`src/rtl/deframer_pkg.sv`:
```
package deframer_pkg;

	localparam int unsigned SAMPLE_W   = 32;
	localparam int unsigned USB_W      = 24;
	localparam int unsigned SRC_W      = 5;
	localparam int unsigned ADDR_W     = 8;
	localparam int unsigned FIFO_DEPTH = 8;

	// stream rates; one 16 kHz slot spans this many 48 kHz frames
	localparam int unsigned RATE_IN_HZ  = 48000;
	localparam int unsigned RATE_OUT_HZ = 16000;
	localparam logic [1:0]  LAST_PHASE  = 2'((RATE_IN_HZ / RATE_OUT_HZ) - 1);

	// crossbar sources
	localparam logic [SRC_W-1:0] SRC_USB_PACKED = 5'h11;
	localparam logic [SRC_W-1:0] SRC_I2S_PACKED = 5'h12;

	// register map
	localparam logic [ADDR_W-1:0] ADDR_ROUTE  = 8'h00;
	localparam logic [ADDR_W-1:0] ADDR_STATUS = 8'h04;
	localparam logic [31:0]       ROUTE_RST   = 32'h0000_0000;
	localparam int unsigned ROUTE_LANE_W    = 8;
	localparam int unsigned ST_RES24_BIT    = 0;
	localparam int unsigned ST_LOCK_BIT     = 1;
	localparam int unsigned ST_MUTE_BIT     = 2;
	localparam int unsigned ST_TWO_CH_BIT   = 3;
	localparam int unsigned ST_ERRCNT_LSB   = 8;
	localparam int unsigned ERRCNT_W        = 8;

	// marker bit position inside a left-justified 32-bit word
	localparam logic [4:0] MARK_POS_USB24 = 5'h08;
	localparam logic [4:0] MARK_POS_USB16 = 5'h10;
	localparam logic [4:0] MARK_POS_I2S   = 5'h00;

	// marker pairs {left, right} per frame phase
	localparam logic [1:0] MARK_START = 2'b11;
	localparam logic [1:0] MARK_MID   = 2'b00;

	typedef struct packed {
		logic [SAMPLE_W-1:0] left;
		logic [SAMPLE_W-1:0] right;
		logic                mark_l;
		logic                mark_r;
	} frame_t;

	typedef struct packed {
		logic [SAMPLE_W-1:0] mic_a;
		logic [SAMPLE_W-1:0] mic_b;
		logic [SAMPLE_W-1:0] ref_a;
		logic [SAMPLE_W-1:0] ref_b;
	} quad_t;

	typedef enum logic [1:0] {
		ST_HUNT  = 2'b00,
		ST_ALIGN = 2'b01,
		ST_RUN   = 2'b11
	} sync_state_t;

endpackage

```
`src/rtl/frame_fifo.sv`:
```
module frame_fifo #(
	parameter int unsigned WIDTH = 66,
	parameter int unsigned DEPTH = 8
) (
	// clock and reset
	input  wire logic             hclk,
	input  wire logic             hresetn,
	// filling side
	input  wire logic             in_valid,
	output logic                  in_ready,
	input  wire logic [WIDTH-1:0] in_data,
	// draining side
	output logic                  out_valid,
	input  wire logic             out_ready,
	output logic [WIDTH-1:0]      out_data
);
	localparam int unsigned AW = $clog2(DEPTH);

	logic [WIDTH-1:0] mem_q [DEPTH];
	logic [AW-1:0]    wr_q;
	logic [AW-1:0]    rd_q;
	logic [AW:0]      cnt_q;
	logic             push;
	logic             pop;

	// honest flags straight from the fill count
	assign in_ready  = cnt_q != (AW+1)'(DEPTH);
	assign out_valid = cnt_q != '0;
	assign push      = in_valid && in_ready;
	assign pop       = out_valid && out_ready;
	assign out_data  = mem_q[rd_q];

	// storage has no reset; only the pointers and the fill count need a defined value
	always_ff @(posedge hclk) begin
		if (push) begin
			mem_q[wr_q] <= in_data;
		end
	end

	// pointers wrap naturally since depth is a power of two
	always_ff @(posedge hclk or negedge hresetn) begin
		if (!hresetn) begin
			wr_q  <= '0;
			rd_q  <= '0;
			cnt_q <= '0;
		end else begin
			if (push) begin
				wr_q <= wr_q + 1'b1;
			end
			if (pop) begin
				rd_q <= rd_q + 1'b1;
			end
			if (push && !pop) begin
				cnt_q <= cnt_q + 1'b1;
			end else if (pop && !push) begin
				cnt_q <= cnt_q - 1'b1;
			end
		end
	end
endmodule

```
`src/rtl/packed_audio_injection_deframer.sv`:
```
module packed_audio_injection_deframer
	import deframer_pkg::*;
(
	// clock and reset
	input  wire logic                hclk,
	input  wire logic                hresetn,
	// ahb-lite slave
	input  wire logic                hsel,
	input  wire logic [31:0]         haddr,
	input  wire logic [1:0]          htrans,
	input  wire logic                hwrite,
	input  wire logic [2:0]          hsize,
	input  wire logic [31:0]         hwdata,
	input  wire logic                hready,
	output logic                     hreadyout,
	output logic                     hresp,
	output logic [31:0]              hrdata,
	// stored configuration, sampled once after reset
	input  wire logic                cfg_usb_res24,
	// usb packed stream, 48 kHz stereo
	input  wire logic                usb_valid,
	output logic                     usb_ready,
	input  wire logic [USB_W-1:0]    usb_left,
	input  wire logic [USB_W-1:0]    usb_right,
	// i2s packed stream, 48 kHz stereo
	input  wire logic                i2s_valid,
	output logic                     i2s_ready,
	input  wire logic [SAMPLE_W-1:0] i2s_left,
	input  wire logic [SAMPLE_W-1:0] i2s_right,
	// live microphones and reference, 16 kHz
	input  wire logic                live_valid,
	output logic                     live_ready,
	input  wire quad_t               live_in,
	// pipeline front end, 16 kHz
	output logic                     pipe_valid,
	input  wire logic                pipe_ready,
	output logic [SAMPLE_W-1:0]      pipeline_mic_input_a,
	output logic [SAMPLE_W-1:0]      pipeline_mic_input_b,
	output logic [SAMPLE_W-1:0]      pipeline_ref_input_a,
	output logic [SAMPLE_W-1:0]      pipeline_ref_input_b
);

	// clears the marker bit and everything below it
	function automatic logic [SAMPLE_W-1:0] strip(input logic [SAMPLE_W-1:0] w,
		input logic [4:0] pos);
		logic [SAMPLE_W-1:0] m;
		m = 32'hFFFF_FFFF << (6'(pos) + 6'h01);
		return w & m;
	endfunction

	// left-justifies a usb word according to the start-up resolution
	function automatic logic [SAMPLE_W-1:0] usb_word(input logic [USB_W-1:0] w,
		input logic r24);
		return r24 ? {w, 8'h00} : {w[23:8], 16'h0000};
	endfunction

	// picks one destination's value; unmatched packed sources stay silent
	function automatic logic [SAMPLE_W-1:0] pick(input logic [SRC_W-1:0] sel,
		input logic [SRC_W-1:0] act, input logic mute,
		input logic [SAMPLE_W-1:0] pk, input logic [SAMPLE_W-1:0] lv);
		if (sel == SRC_USB_PACKED || sel == SRC_I2S_PACKED) begin
			return (sel == act && !mute) ? pk : '0;
		end
		return lv;
	endfunction

	// register state
	logic [31:0]          route_q;
	logic                 res24_q;
	logic                 cfg_done_q;
	logic [ERRCNT_W-1:0]  err_cnt_q;
	logic                 wr_pend_q;
	logic [ADDR_W-1:0]    wr_addr_q;
	logic [31:0]          hrdata_q;
	logic [31:0]          rd_mux;
	logic                 acc;
	logic                 cnt_clr;
	// deframer state
	sync_state_t          state_q;
	logic [1:0]           phase_q;
	logic [SRC_W-1:0]     act_src;
	logic [SRC_W-1:0]     src_q;
	logic                 two_ch_q;
	quad_t                cap_q;
	quad_t                pk;
	logic                 muted;
	// fifo and stream mux
	frame_t               in_frame;
	frame_t               f_data;
	logic                 f_in_valid;
	logic                 f_in_ready;
	logic                 f_valid;
	logic                 pop;
	logic [1:0]           marks;
	logic                 mark_ok;
	logic                 err_evt;
	logic                 resync;
	logic                 packed_done;
	logic [4:0]           usb_pos;
	// output stage
	quad_t                out_q;
	logic                 out_valid_q;
	logic                 slot_free;
	logic                 injecting;
	logic                 load;
	logic [SRC_W-1:0]     sel [4];
	// ahb-lite slave: zero wait states, always okay

	assign hreadyout = 1'b1;
	assign hresp     = 1'b0;
	assign hrdata    = hrdata_q;
	assign acc       = hsel && htrans[1] && hready;
	assign cnt_clr   = wr_pend_q && wr_addr_q == ADDR_STATUS;

	// status word shows the deframer's own state
	always_comb begin
		rd_mux = 32'h0000_0000;
		if (haddr[ADDR_W-1:0] == ADDR_ROUTE) begin
			rd_mux = route_q;
		end else if (haddr[ADDR_W-1:0] == ADDR_STATUS) begin
			rd_mux[ST_RES24_BIT]  = res24_q;
			rd_mux[ST_LOCK_BIT]   = state_q == ST_RUN;
			rd_mux[ST_MUTE_BIT]   = muted;
			rd_mux[ST_TWO_CH_BIT] = two_ch_q;
			rd_mux[ST_ERRCNT_LSB +: ERRCNT_W] = err_cnt_q;
		end
	end

	// address phase captured; write data lands in the data phase
	always_ff @(posedge hclk or negedge hresetn) begin
		if (!hresetn) begin
			wr_pend_q <= 1'b0;
			wr_addr_q <= '0;
			hrdata_q  <= 32'h0000_0000;
		end else begin
			wr_pend_q <= acc && hwrite;
			if (acc) begin
				wr_addr_q <= haddr[ADDR_W-1:0];
			end
			hrdata_q <= (acc && !hwrite) ? rd_mux : 32'h0000_0000;
		end
	end

	// routing is live: a write takes effect on the next frame
	always_ff @(posedge hclk or negedge hresetn) begin
		if (!hresetn) begin
			route_q <= ROUTE_RST;
		end else if (wr_pend_q && wr_addr_q == ADDR_ROUTE) begin
			route_q <= hwdata;
		end
	end

	// write to status clears the error count; a same-cycle error still counts
	always_ff @(posedge hclk or negedge hresetn) begin
		if (!hresetn) begin
			err_cnt_q <= '0;
		end else if (err_evt && (cnt_clr || err_cnt_q != '1)) begin
			err_cnt_q <= cnt_clr ? ERRCNT_W'(1) : err_cnt_q + 1'b1;
		end else if (cnt_clr) begin
			err_cnt_q <= '0;
		end
	end

	// resolution is caught once after reset and never rewritten
	always_ff @(posedge hclk or negedge hresetn) begin
		if (!hresetn) begin
			res24_q    <= 1'b0;
			cfg_done_q <= 1'b0;
		end else if (!cfg_done_q) begin
			res24_q    <= cfg_usb_res24;
			cfg_done_q <= 1'b1;
		end
	end

	// source selection and stream normalisation

	// destinations 4..7 sit in byte lanes 0..3 of the route word
	always_comb begin
		for (int i = 0; i < 4; i++) begin
			sel[i] = route_q[i*ROUTE_LANE_W +: SRC_W];
		end
	end

	// usb wins if both packed sources appear; the other stays silent
	always_comb begin
		act_src = '0;
		for (int i = 3; i >= 0; i--) begin
			if (sel[i] == SRC_USB_PACKED) begin
				act_src = SRC_USB_PACKED;
			end
		end
		if (act_src == '0) begin
			for (int i = 0; i < 4; i++) begin
				if (sel[i] == SRC_I2S_PACKED) begin
					act_src = SRC_I2S_PACKED;
				end
			end
		end
	end

	assign injecting = act_src != '0;
	assign usb_pos   = res24_q ? MARK_POS_USB24 : MARK_POS_USB16;

	// marker is split off the lowest audio bit; audio keeps the rest
	always_comb begin
		in_frame   = '0;
		f_in_valid = 1'b0;
		usb_ready  = 1'b1;
		i2s_ready  = 1'b1;
		if (act_src == SRC_USB_PACKED && cfg_done_q) begin
			in_frame.left   = strip(usb_word(usb_left, res24_q), usb_pos);
			in_frame.right  = strip(usb_word(usb_right, res24_q), usb_pos);
			in_frame.mark_l = usb_left[usb_pos - 5'h08]; // word sits eight bits up
			in_frame.mark_r = usb_right[usb_pos - 5'h08];
			f_in_valid      = usb_valid;
			usb_ready       = f_in_ready;
		end else if (act_src == SRC_I2S_PACKED) begin
			in_frame.left   = strip(i2s_left, MARK_POS_I2S);
			in_frame.right  = strip(i2s_right, MARK_POS_I2S);
			in_frame.mark_l = i2s_left[MARK_POS_I2S];
			in_frame.mark_r = i2s_right[MARK_POS_I2S];
			f_in_valid      = i2s_valid;
			i2s_ready       = f_in_ready;
		end
	end

	// eight frames of slack absorb host jitter; full fifo stalls the source
	frame_fifo #(
		.WIDTH ($bits(frame_t)),
		.DEPTH (FIFO_DEPTH)
	) u_fifo (
		.hclk      (hclk),
		.hresetn   (hresetn),
		.in_valid  (f_in_valid),
		.in_ready  (f_in_ready),
		.in_data   (in_frame),
		.out_valid (f_valid),
		.out_ready (slot_free),
		.out_data  (f_data)
	);

	// deframer: three 48 kHz frames per 16 kHz slot

	assign pop    = f_valid && slot_free;
	assign marks  = {f_data.mark_l, f_data.mark_r};
	assign resync = act_src != src_q;

	// expected marker per phase; last phase right bit flags two channels
	always_comb begin
		case (phase_q)
			2'd0:    mark_ok = marks == MARK_START;
			2'd1:    mark_ok = marks == MARK_MID;
			2'd2:    mark_ok = !f_data.mark_l;
			default: mark_ok = 1'b0;
		endcase
	end

	assign err_evt     = pop && !resync && state_q != ST_HUNT && !mark_ok;
	assign packed_done = pop && !resync && state_q == ST_RUN && mark_ok
		&& phase_q == LAST_PHASE;
	assign muted       = state_q != ST_RUN;

	// alignment state; any error drops back and a full sequence must pass again
	always_ff @(posedge hclk or negedge hresetn) begin
		if (!hresetn) begin
			state_q <= ST_HUNT;
			phase_q <= 2'd0;
			src_q   <= '0;
		end else begin
			src_q <= act_src;
			if (resync) begin
				state_q <= ST_HUNT; // route change restarts alignment
				phase_q <= 2'd0;
			end else if (pop) begin
				case (state_q)
					ST_HUNT: begin
						if (marks == MARK_START) begin
							state_q <= ST_ALIGN;
							phase_q <= 2'd1;
						end
					end
					ST_ALIGN, ST_RUN: begin
						if (!mark_ok) begin
							// a start marker here realigns at once
							state_q <= (marks == MARK_START) ? ST_ALIGN : ST_HUNT;
							phase_q <= (marks == MARK_START) ? 2'd1 : 2'd0;
						end else if (phase_q == LAST_PHASE) begin
							state_q <= ST_RUN;
							phase_q <= 2'd0;
						end else begin
							phase_q <= phase_q + 2'd1;
						end
					end
					default: begin
						state_q <= ST_HUNT;
						phase_q <= 2'd0;
					end
				endcase
			end
		end
	end

	// phase 0 carries channel a of mic and ref, phase 1 channel b
	always_ff @(posedge hclk or negedge hresetn) begin
		if (!hresetn) begin
			cap_q <= '0;
		end else if (pop && mark_ok) begin
			if (phase_q == 2'd0) begin
				cap_q.mic_a <= f_data.left;
				cap_q.ref_a <= f_data.right;
			end else if (phase_q == 2'd1) begin
				cap_q.mic_b <= f_data.left;
				cap_q.ref_b <= f_data.right;
			end
		end
	end

	// two-channel flag follows each slot completed in the ST_RUN state
	always_ff @(posedge hclk or negedge hresetn) begin
		if (!hresetn) begin
			two_ch_q <= 1'b0;
		end else if (packed_done) begin
			two_ch_q <= f_data.mark_r;
		end
	end

	// refs forced to zero for a two-channel vector
	assign pk = f_data.mark_r ? {cap_q.mic_a, cap_q.mic_b, {2*SAMPLE_W{1'b0}}} : cap_q;

	// output stage toward the pipeline front

	assign slot_free  = !out_valid_q || pipe_ready;
	assign live_ready = slot_free;

	// while injecting, the packed stream paces the pipeline; when muted the
	// live tick keeps zeros flowing so the pipeline never starves
	assign load = slot_free && (injecting
		? (packed_done || (muted && live_valid))
		: live_valid);

	// each destination takes packed, zero or live data
	always_ff @(posedge hclk or negedge hresetn) begin
		if (!hresetn) begin
			out_q <= '0;
		end else if (load) begin
			out_q.mic_a <= pick(sel[0], act_src, muted, pk.mic_a, live_in.mic_a);
			out_q.mic_b <= pick(sel[1], act_src, muted, pk.mic_b, live_in.mic_b);
			out_q.ref_a <= pick(sel[2], act_src, muted, pk.ref_a, live_in.ref_a);
			out_q.ref_b <= pick(sel[3], act_src, muted, pk.ref_b, live_in.ref_b);
		end
	end

	// valid holds until the pipeline accepts
	always_ff @(posedge hclk or negedge hresetn) begin
		if (!hresetn) begin
			out_valid_q <= 1'b0;
		end else if (load) begin
			out_valid_q <= 1'b1;
		end else if (pipe_ready) begin
			out_valid_q <= 1'b0;
		end
	end

	assign pipe_valid           = out_valid_q;
	assign pipeline_mic_input_a = out_q.mic_a;
	assign pipeline_mic_input_b = out_q.mic_b;
	assign pipeline_ref_input_a = out_q.ref_a;
	assign pipeline_ref_input_b = out_q.ref_b;

endmodule

```
`config.mk`:
```
export PLATFORM = sky130hd
export DESIGN_NAME = packed_audio_injection_deframer
export DESIGN_NICKNAME = d
export VERILOG_FILES = /design/src/rtl/deframer_pkg.sv /design/src/rtl/frame_fifo.sv /design/src/rtl/packed_audio_injection_deframer.sv
export SDC_FILE = /design/constraint.sdc
export NUM_CORES = 1
export LEC_CHECK = 0
export BUFFER_PORTS_ARGS = -buffer_cell sky130_fd_sc_hd__buf_4
export CORE_ASPECT_RATIO = 0.75
export CORE_UTILIZATION = 58
export CTS_CLUSTER_DIAMETER = 80
export DETAILED_ROUTE_END_ITERATION = 8
export PLACE_DENSITY = 0.83
export SYNTH_ARGS = -nofsm -noshare
export SYNTH_HDL_FRONTEND = slang
export SYNTH_SLANG_ARGS = --single-unit
```
`constraint.sdc`:
```
create_clock -name hclk -period 14 [get_ports hclk]
set_input_delay 2.1 -clock hclk [delete_from_list [all_inputs] [get_ports hclk]]
set_output_delay 2.1 -clock hclk [all_outputs]
set_load 0.01 [all_outputs]
```
# Word-level counts from Yosys, hierarchy flattened
# Memory sizes are Yosys's and may differ from the RTL's.
# Index checks and enable logic that the tools add are counted.
# totals
mem_count,1
register_bits,360
mem_bits_rw,528
out_inout_bits,166
# classes
bitwise,3
n_addsub,8
reduce_logical,58
order_cmp,1
eq_ne,27
n_shift,1
muxes,74
# memory_table
memory,depth,width,rd,rd_clocked_by_memory_dff,wr,line,text
u_fifo.mem_q,8,66,1,0,1,frame_fifo.sv:19,logic [WIDTH-1:0] mem_q [DEPTH];
# ops
op,n
2-to-1 mux 32 bit,13
2-to-1 mux 66 bit,2
bitwise AND 32 bit,2
2-to-1 mux 64 bit,1
"== test 5 bit, second input constant",10
2-to-1 mux 5 bit,10
2-to-1 mux 16 bit,3
2-to-1 mux 8 bit,5
"left shift 32 x 6 -> 32 bit, first input constant",1
logical AND 1 bit,25
2-to-1 mux 1 bit,21
== test 5 bit,4
2-to-1 mux 4 bit,5
2-to-1 mux 2 bit,9
"== test 8 x 3 -> 1 bit, second input constant",2
logical NOT 8 bit,2
binary-select mux 1 bit (select 5 bit),2
nonzero test 2 bit,5
"adder 8 x 1 -> 8 bit, second input constant",1
logical NOT 1 bit,8
"inequality test 4 bit, second input constant",2
"inequality test 8 bit, second input constant",1
one-hot mux 2 bit (2 select lines),2
logical OR 1 bit,7
21 further kinds,29

# Logic depth before layout (Yosys ltp)
# logic_depth
word_depth,21
ltp_mapped,13
mapped_depth_nobuf,13

# Modules after synthesis
# A second synthesis with hierarchy kept.
# hier_totals
cells_unflattened,2010
area_unflattened_um2,36204.7
# by_module_without_submodules
module,cells_each,area_each_um2,instances,seq_area_each_um2
frame_fifo,825,20413.3,1,16105.4
packed_audio_injection_deframer,1185,15791.4,1,8708.4

# Least setup slack after synthesis
# No wires, ideal clock.
# synth_path
path_kind,input -> register
from,in usb_valid
to,mem u_fifo.mem_q[2][0] (enable)
arrival_ns,7.349
path_stages,3
path_buffers,0
setup_slack_ns,6.073
required_ns,13.422
path_cell_list,a32oi_1 > or3_1 > nor3b_1
# synth_between
elab_chain_len,4
# synth_lines
element,line,text
from (decl),packed_audio_injection_deframer.sv:21,"input wire logic usb_valid,"
2-to-1 mux 1 bit,packed_audio_injection_deframer.sv:210,if (act_src == SRC_USB_PACKED && cfg_done_q) begin
logical AND 1 bit,frame_fifo.sv:29,assign push = in_valid && in_ready;
2-to-1 mux 1 bit,frame_fifo.sv:35,if (push) begin
2-to-1 mux 1 bit (not written as such),frame_fifo.sv:36,mem_q[wr_q] <= in_data;
to (decl),frame_fifo.sv:19,
# Every way passes these cells.

# Final worst setup path
# layout_path
from,reg route_q[11]
to,out i2s_ready
# layout_between
elab_chain_len,11
# layout_lines
element,line,text
from (decl),packed_audio_injection_deframer.sv:68,logic [31:0] route_q;
from (signal assigned),packed_audio_injection_deframer.sv:149,route_q <= hwdata;
== test 5 bit,packed_audio_injection_deframer.sv:188,if (sel[i] == SRC_USB_PACKED) begin
2-to-1 mux 5 bit (2 in a row),packed_audio_injection_deframer.sv:188,
2-to-1 mux 5 bit (4 in a row),packed_audio_injection_deframer.sv:194,if (sel[i] == SRC_I2S_PACKED) begin
2-to-1 mux 5 bit *,packed_audio_injection_deframer.sv:192,if (act_src == '0) begin
== test 5 bit (on tied branches),"packed_audio_injection_deframer.sv:217, packed_audio_injection_deframer.sv:210",
2-to-1 mux 1 bit / logical AND 1 bit (equally long branches),"packed_audio_injection_deframer.sv:217, packed_audio_injection_deframer.sv:210",
2-to-1 mux 1 bit *,packed_audio_injection_deframer.sv:210,
to (decl),packed_audio_injection_deframer.sv:27,"output logic i2s_ready,"
# Mark *: on every way between the ends. The rest lies on a longest branch, timed or not.

==> flow_summary.toml <==
[run]
maxCapViolCount = 0

[power]
combPwrFrac = 0.217
clockPowerShare = 0.321
power.internal_uw = 5110
powerDensity_mw_per_mm2 = 169
p_sw_frac = 0.271
p_sw_uw = 1890
ir_worst_vdd_v = 0.0000970
leakagePower_uw = 0.0157
seqPwrFrac = 0.462

[placed_design]
dp_hpwl_um = 50900
numPortBuffers = 454
gp_congestion = 0.842

[grt]
antenna_found_initial = 5
grt_pass1_wl_um = 125000
grt_max_degree = 153
grt_pass1_vias = 21200
grt-ovfl-total = 0
grtUsageTotal = 0.283

[floorplanning]
die_y_um = 213
rows = 76
ioPinCount = 485
dieArea_mm2 = 0.0601
initial_core_util = 0.592
die_w_um = 283
coreArea_mm2 = 0.0579

[clock_tree]
cts_max_level = 3
clk_latency_ns = 0.64
cts_tree = "yes"
ctsLongestPathBuffers = 3
cts_setup_buffers = 0
cts_buffers = 80
cts_resized = 0
cts_root_buf = "clkbuf_16"
hold_buffers = 0
cts.clk_slew.worst_paths_ns = 0.06
cts_sinks = 866

[cells_and_area]
area_growth_pct = 20.6
diodes = 0
layout-drive-gt1-share = 0.392
fill_cells = 3461
final_nets = 2808

[setup_path]
crit_top_cell = "buf_4"
worstPathMaxFanout = 36
path_class = "reg -> out"
worst-path-buf-inv = 2
worstSetupStartpointType = "flop"
required_ns = 11.90
crit_path_end_kind = "primary output"
crit_slowest_cell = "nor3b_1"
cp.arrival_ns = 3.32
max_stage_delay_ns = 0.80
path_cells = "nor3b_1 -> a22oi_1 -> a211oi_4 -> buf_4 -> nand2_1 -> buf_4"
cp_top_family = "simple AND/OR/NAND/NOR gates"

[yosys]
ys_seq_area_frac = 0.707
synth-main-ff-cell = "edfxtp_1"
synth_area_mm2 = 0.0343
synth_area_leaders = "edfxtp_1 45%, dfrtp_1 26%, mux4_2 8.3%, mux2_2 7.6%, a22oi_1 2.8%"
ys_ff_latch = 866
synth_top_cell_by_area = "edfxtp_1"
synth_top_area_share = 0.448
synthArstFlopShare = 0.409
synth_edf_count = 512
synth_cells = 2040
yosys_warnings = 0
syn_area_per_cell_um2 = 16.8
yosysMostFrequentCell = "edfxtp_1"
ys_types = 56
yosys-top-cells-count = "512 x edfxtp_1, 354 x dfrtp_1, 232 x mux2_2"

[timing]
tns_ns = 0
fmax_ghz = 0.185
relSlewSlack = 0.167
report.final.slew_viol_count = 0
fin_skew_ns = 0.0199
rsz0062_at_grt = "false"
worst_pin_slew_ns = 1.23
finalCritPeriodShare = 0.387
final.min_clock_period_ns = 5.42
final-hold-violation-count = 0
hold_ws_ns = 0.481
setup_viol = 0

[routing]
vias = 20600
routed_via_density = 6.18
dr.pass1.iters = 7
drc = 0
routed_wl_um = 83700
drt_iter0_markers = 1992
wire_per_inst_um = 25.1
postRouteAntennaNets = 0

[status]
status = "finished clean"

[hold_path]
hold_class = "reg -> reg"
-- logic make-up after synthesis --
family,synth area share
AO/OA/AOI/OAI,0.0695
AND/OR/NAND/NOR,0.0394
buffers and inverters,0.0154
multiplexers,0.163
flip-flops,0.707
XOR/XNOR,0.00281
other,0.000219
adder cells (fa/ha/maj),0.00277
-- power by group through the flow --
stage / registers, µW / logic (µW) / clock network, µW
final: 3230 / 1520 / 2250
after CTS: 3230 / 1530 / 2280
after global placement: 3260 / 1450 / 0
after global routing: 3260 / 1640 / 2380
after floorplan: 3130 / 1130 / 0
after detailed placement: 3270 / 1510 / 0
-- cell usage in the layout (no fill, tap or decap), types with 13 or more instances in the layout --
master,netlist,layout
mux4_2,126,126
mux2_2,232,232
nand2_1,158,158
and2_1,37,36
clkbuf_16,0,90
buf_4,2,485
a21oi_1,18,18
clkinv_2,0,13
dfrtp_1,354,351
clkbuf_1,97,16
a22o_1,50,50
nor2_1,28,25
mux2i_1,14,14
edfxtp_1,512,512
a22oi_1,129,129
o21ai_0,135,135
-- metrics by stage --
step,worst slack [ns],std cells,instance area [µm²],util,total power [µW]
after detailed placement,8.80,3180,38600,0.667,4790
after global placement,8.91,3180,38600,0.667,4710
after CTS,8.53,3330,41400,0.714,7050
after floorplan,6.07,2041,34300,-,4260
after global routing,8.38,3330,41400,0.714,7280
final,8.58,3330,41400,0.714,7000
-- layer usage --
layer	vias up	routed length, µm	track usage	part of all wire
li1	8773	-	-	-
met1	10700	32500	0.379	0.39
met4	4	2680	0.0977	0.032
met5	-	26	0	0.00031
met2	973	41500	0.461	0.50
met3	172	7020	0.0652	0.084
-- cell type report --
class,instances,area [µm²],area share
clock buffers,117,2460,0.0596
clock inverters,33,293,0.00708
inverters,5,18.8,0.000454
multi-input cells,1042,9690,0.234
flip-flops and latches,866,24200,0.586
well taps,780,976,0.0236
repair buffers,487,3680,0.0889
-- worst reg2reg max path, stage by stage (launching register included) --
cell	delay, ns
dfrtp_1	0.39
nor3b_1	0.80
a22oi_1	0.40
a211oi_4	0.31
buf_4	0.50
a32oi_1	0.20
or3_1	0.51
nor2_4	0.87
buf_4	0.72
-- worst paths after layout --
path,start,endpoint,slack [ns],depth (start not counted)
max in group asynchronous,hresetn,cap_q[36],10.71,2
min in group asynchronous,hresetn,wr_addr_q[7],1.59,1
worst min register to register,pipeline_mic_input_b[15],pipeline_mic_input_b[15],0.48,2
worst max register to register,route_q[11],u_fifo.mem_q[6][61],8.88,8
worst min-delay path,pipeline_mic_input_b[15],pipeline_mic_input_b[15],0.48,2
worst max-delay path,route_q[11],i2s_ready,8.58,6
-- registers in the layout, summed over array words and instances (netlist names), 2 cells and up --
| name | cells |
|---|---|
| phase_q | 2 |
| wr_addr_q | 8 |
| src_q | 3 |
| pipeline_mic_input_b | 32 |
| err_cnt_q | 8 |
| u_fifo.cnt_q | 4 |
| state_q | 2 |
| u_fifo.wr_q | 3 |
| u_fifo.mem_q | 512 |
| hrdata | 32 |
| pipeline_ref_input_a | 32 |
| u_fifo.rd_q | 3 |
| route_q | 32 |
| pipeline_mic_input_a | 32 |
| cap_q | 124 |
| pipeline_ref_input_b | 32 |
Power figures use the tool's default switching activity.
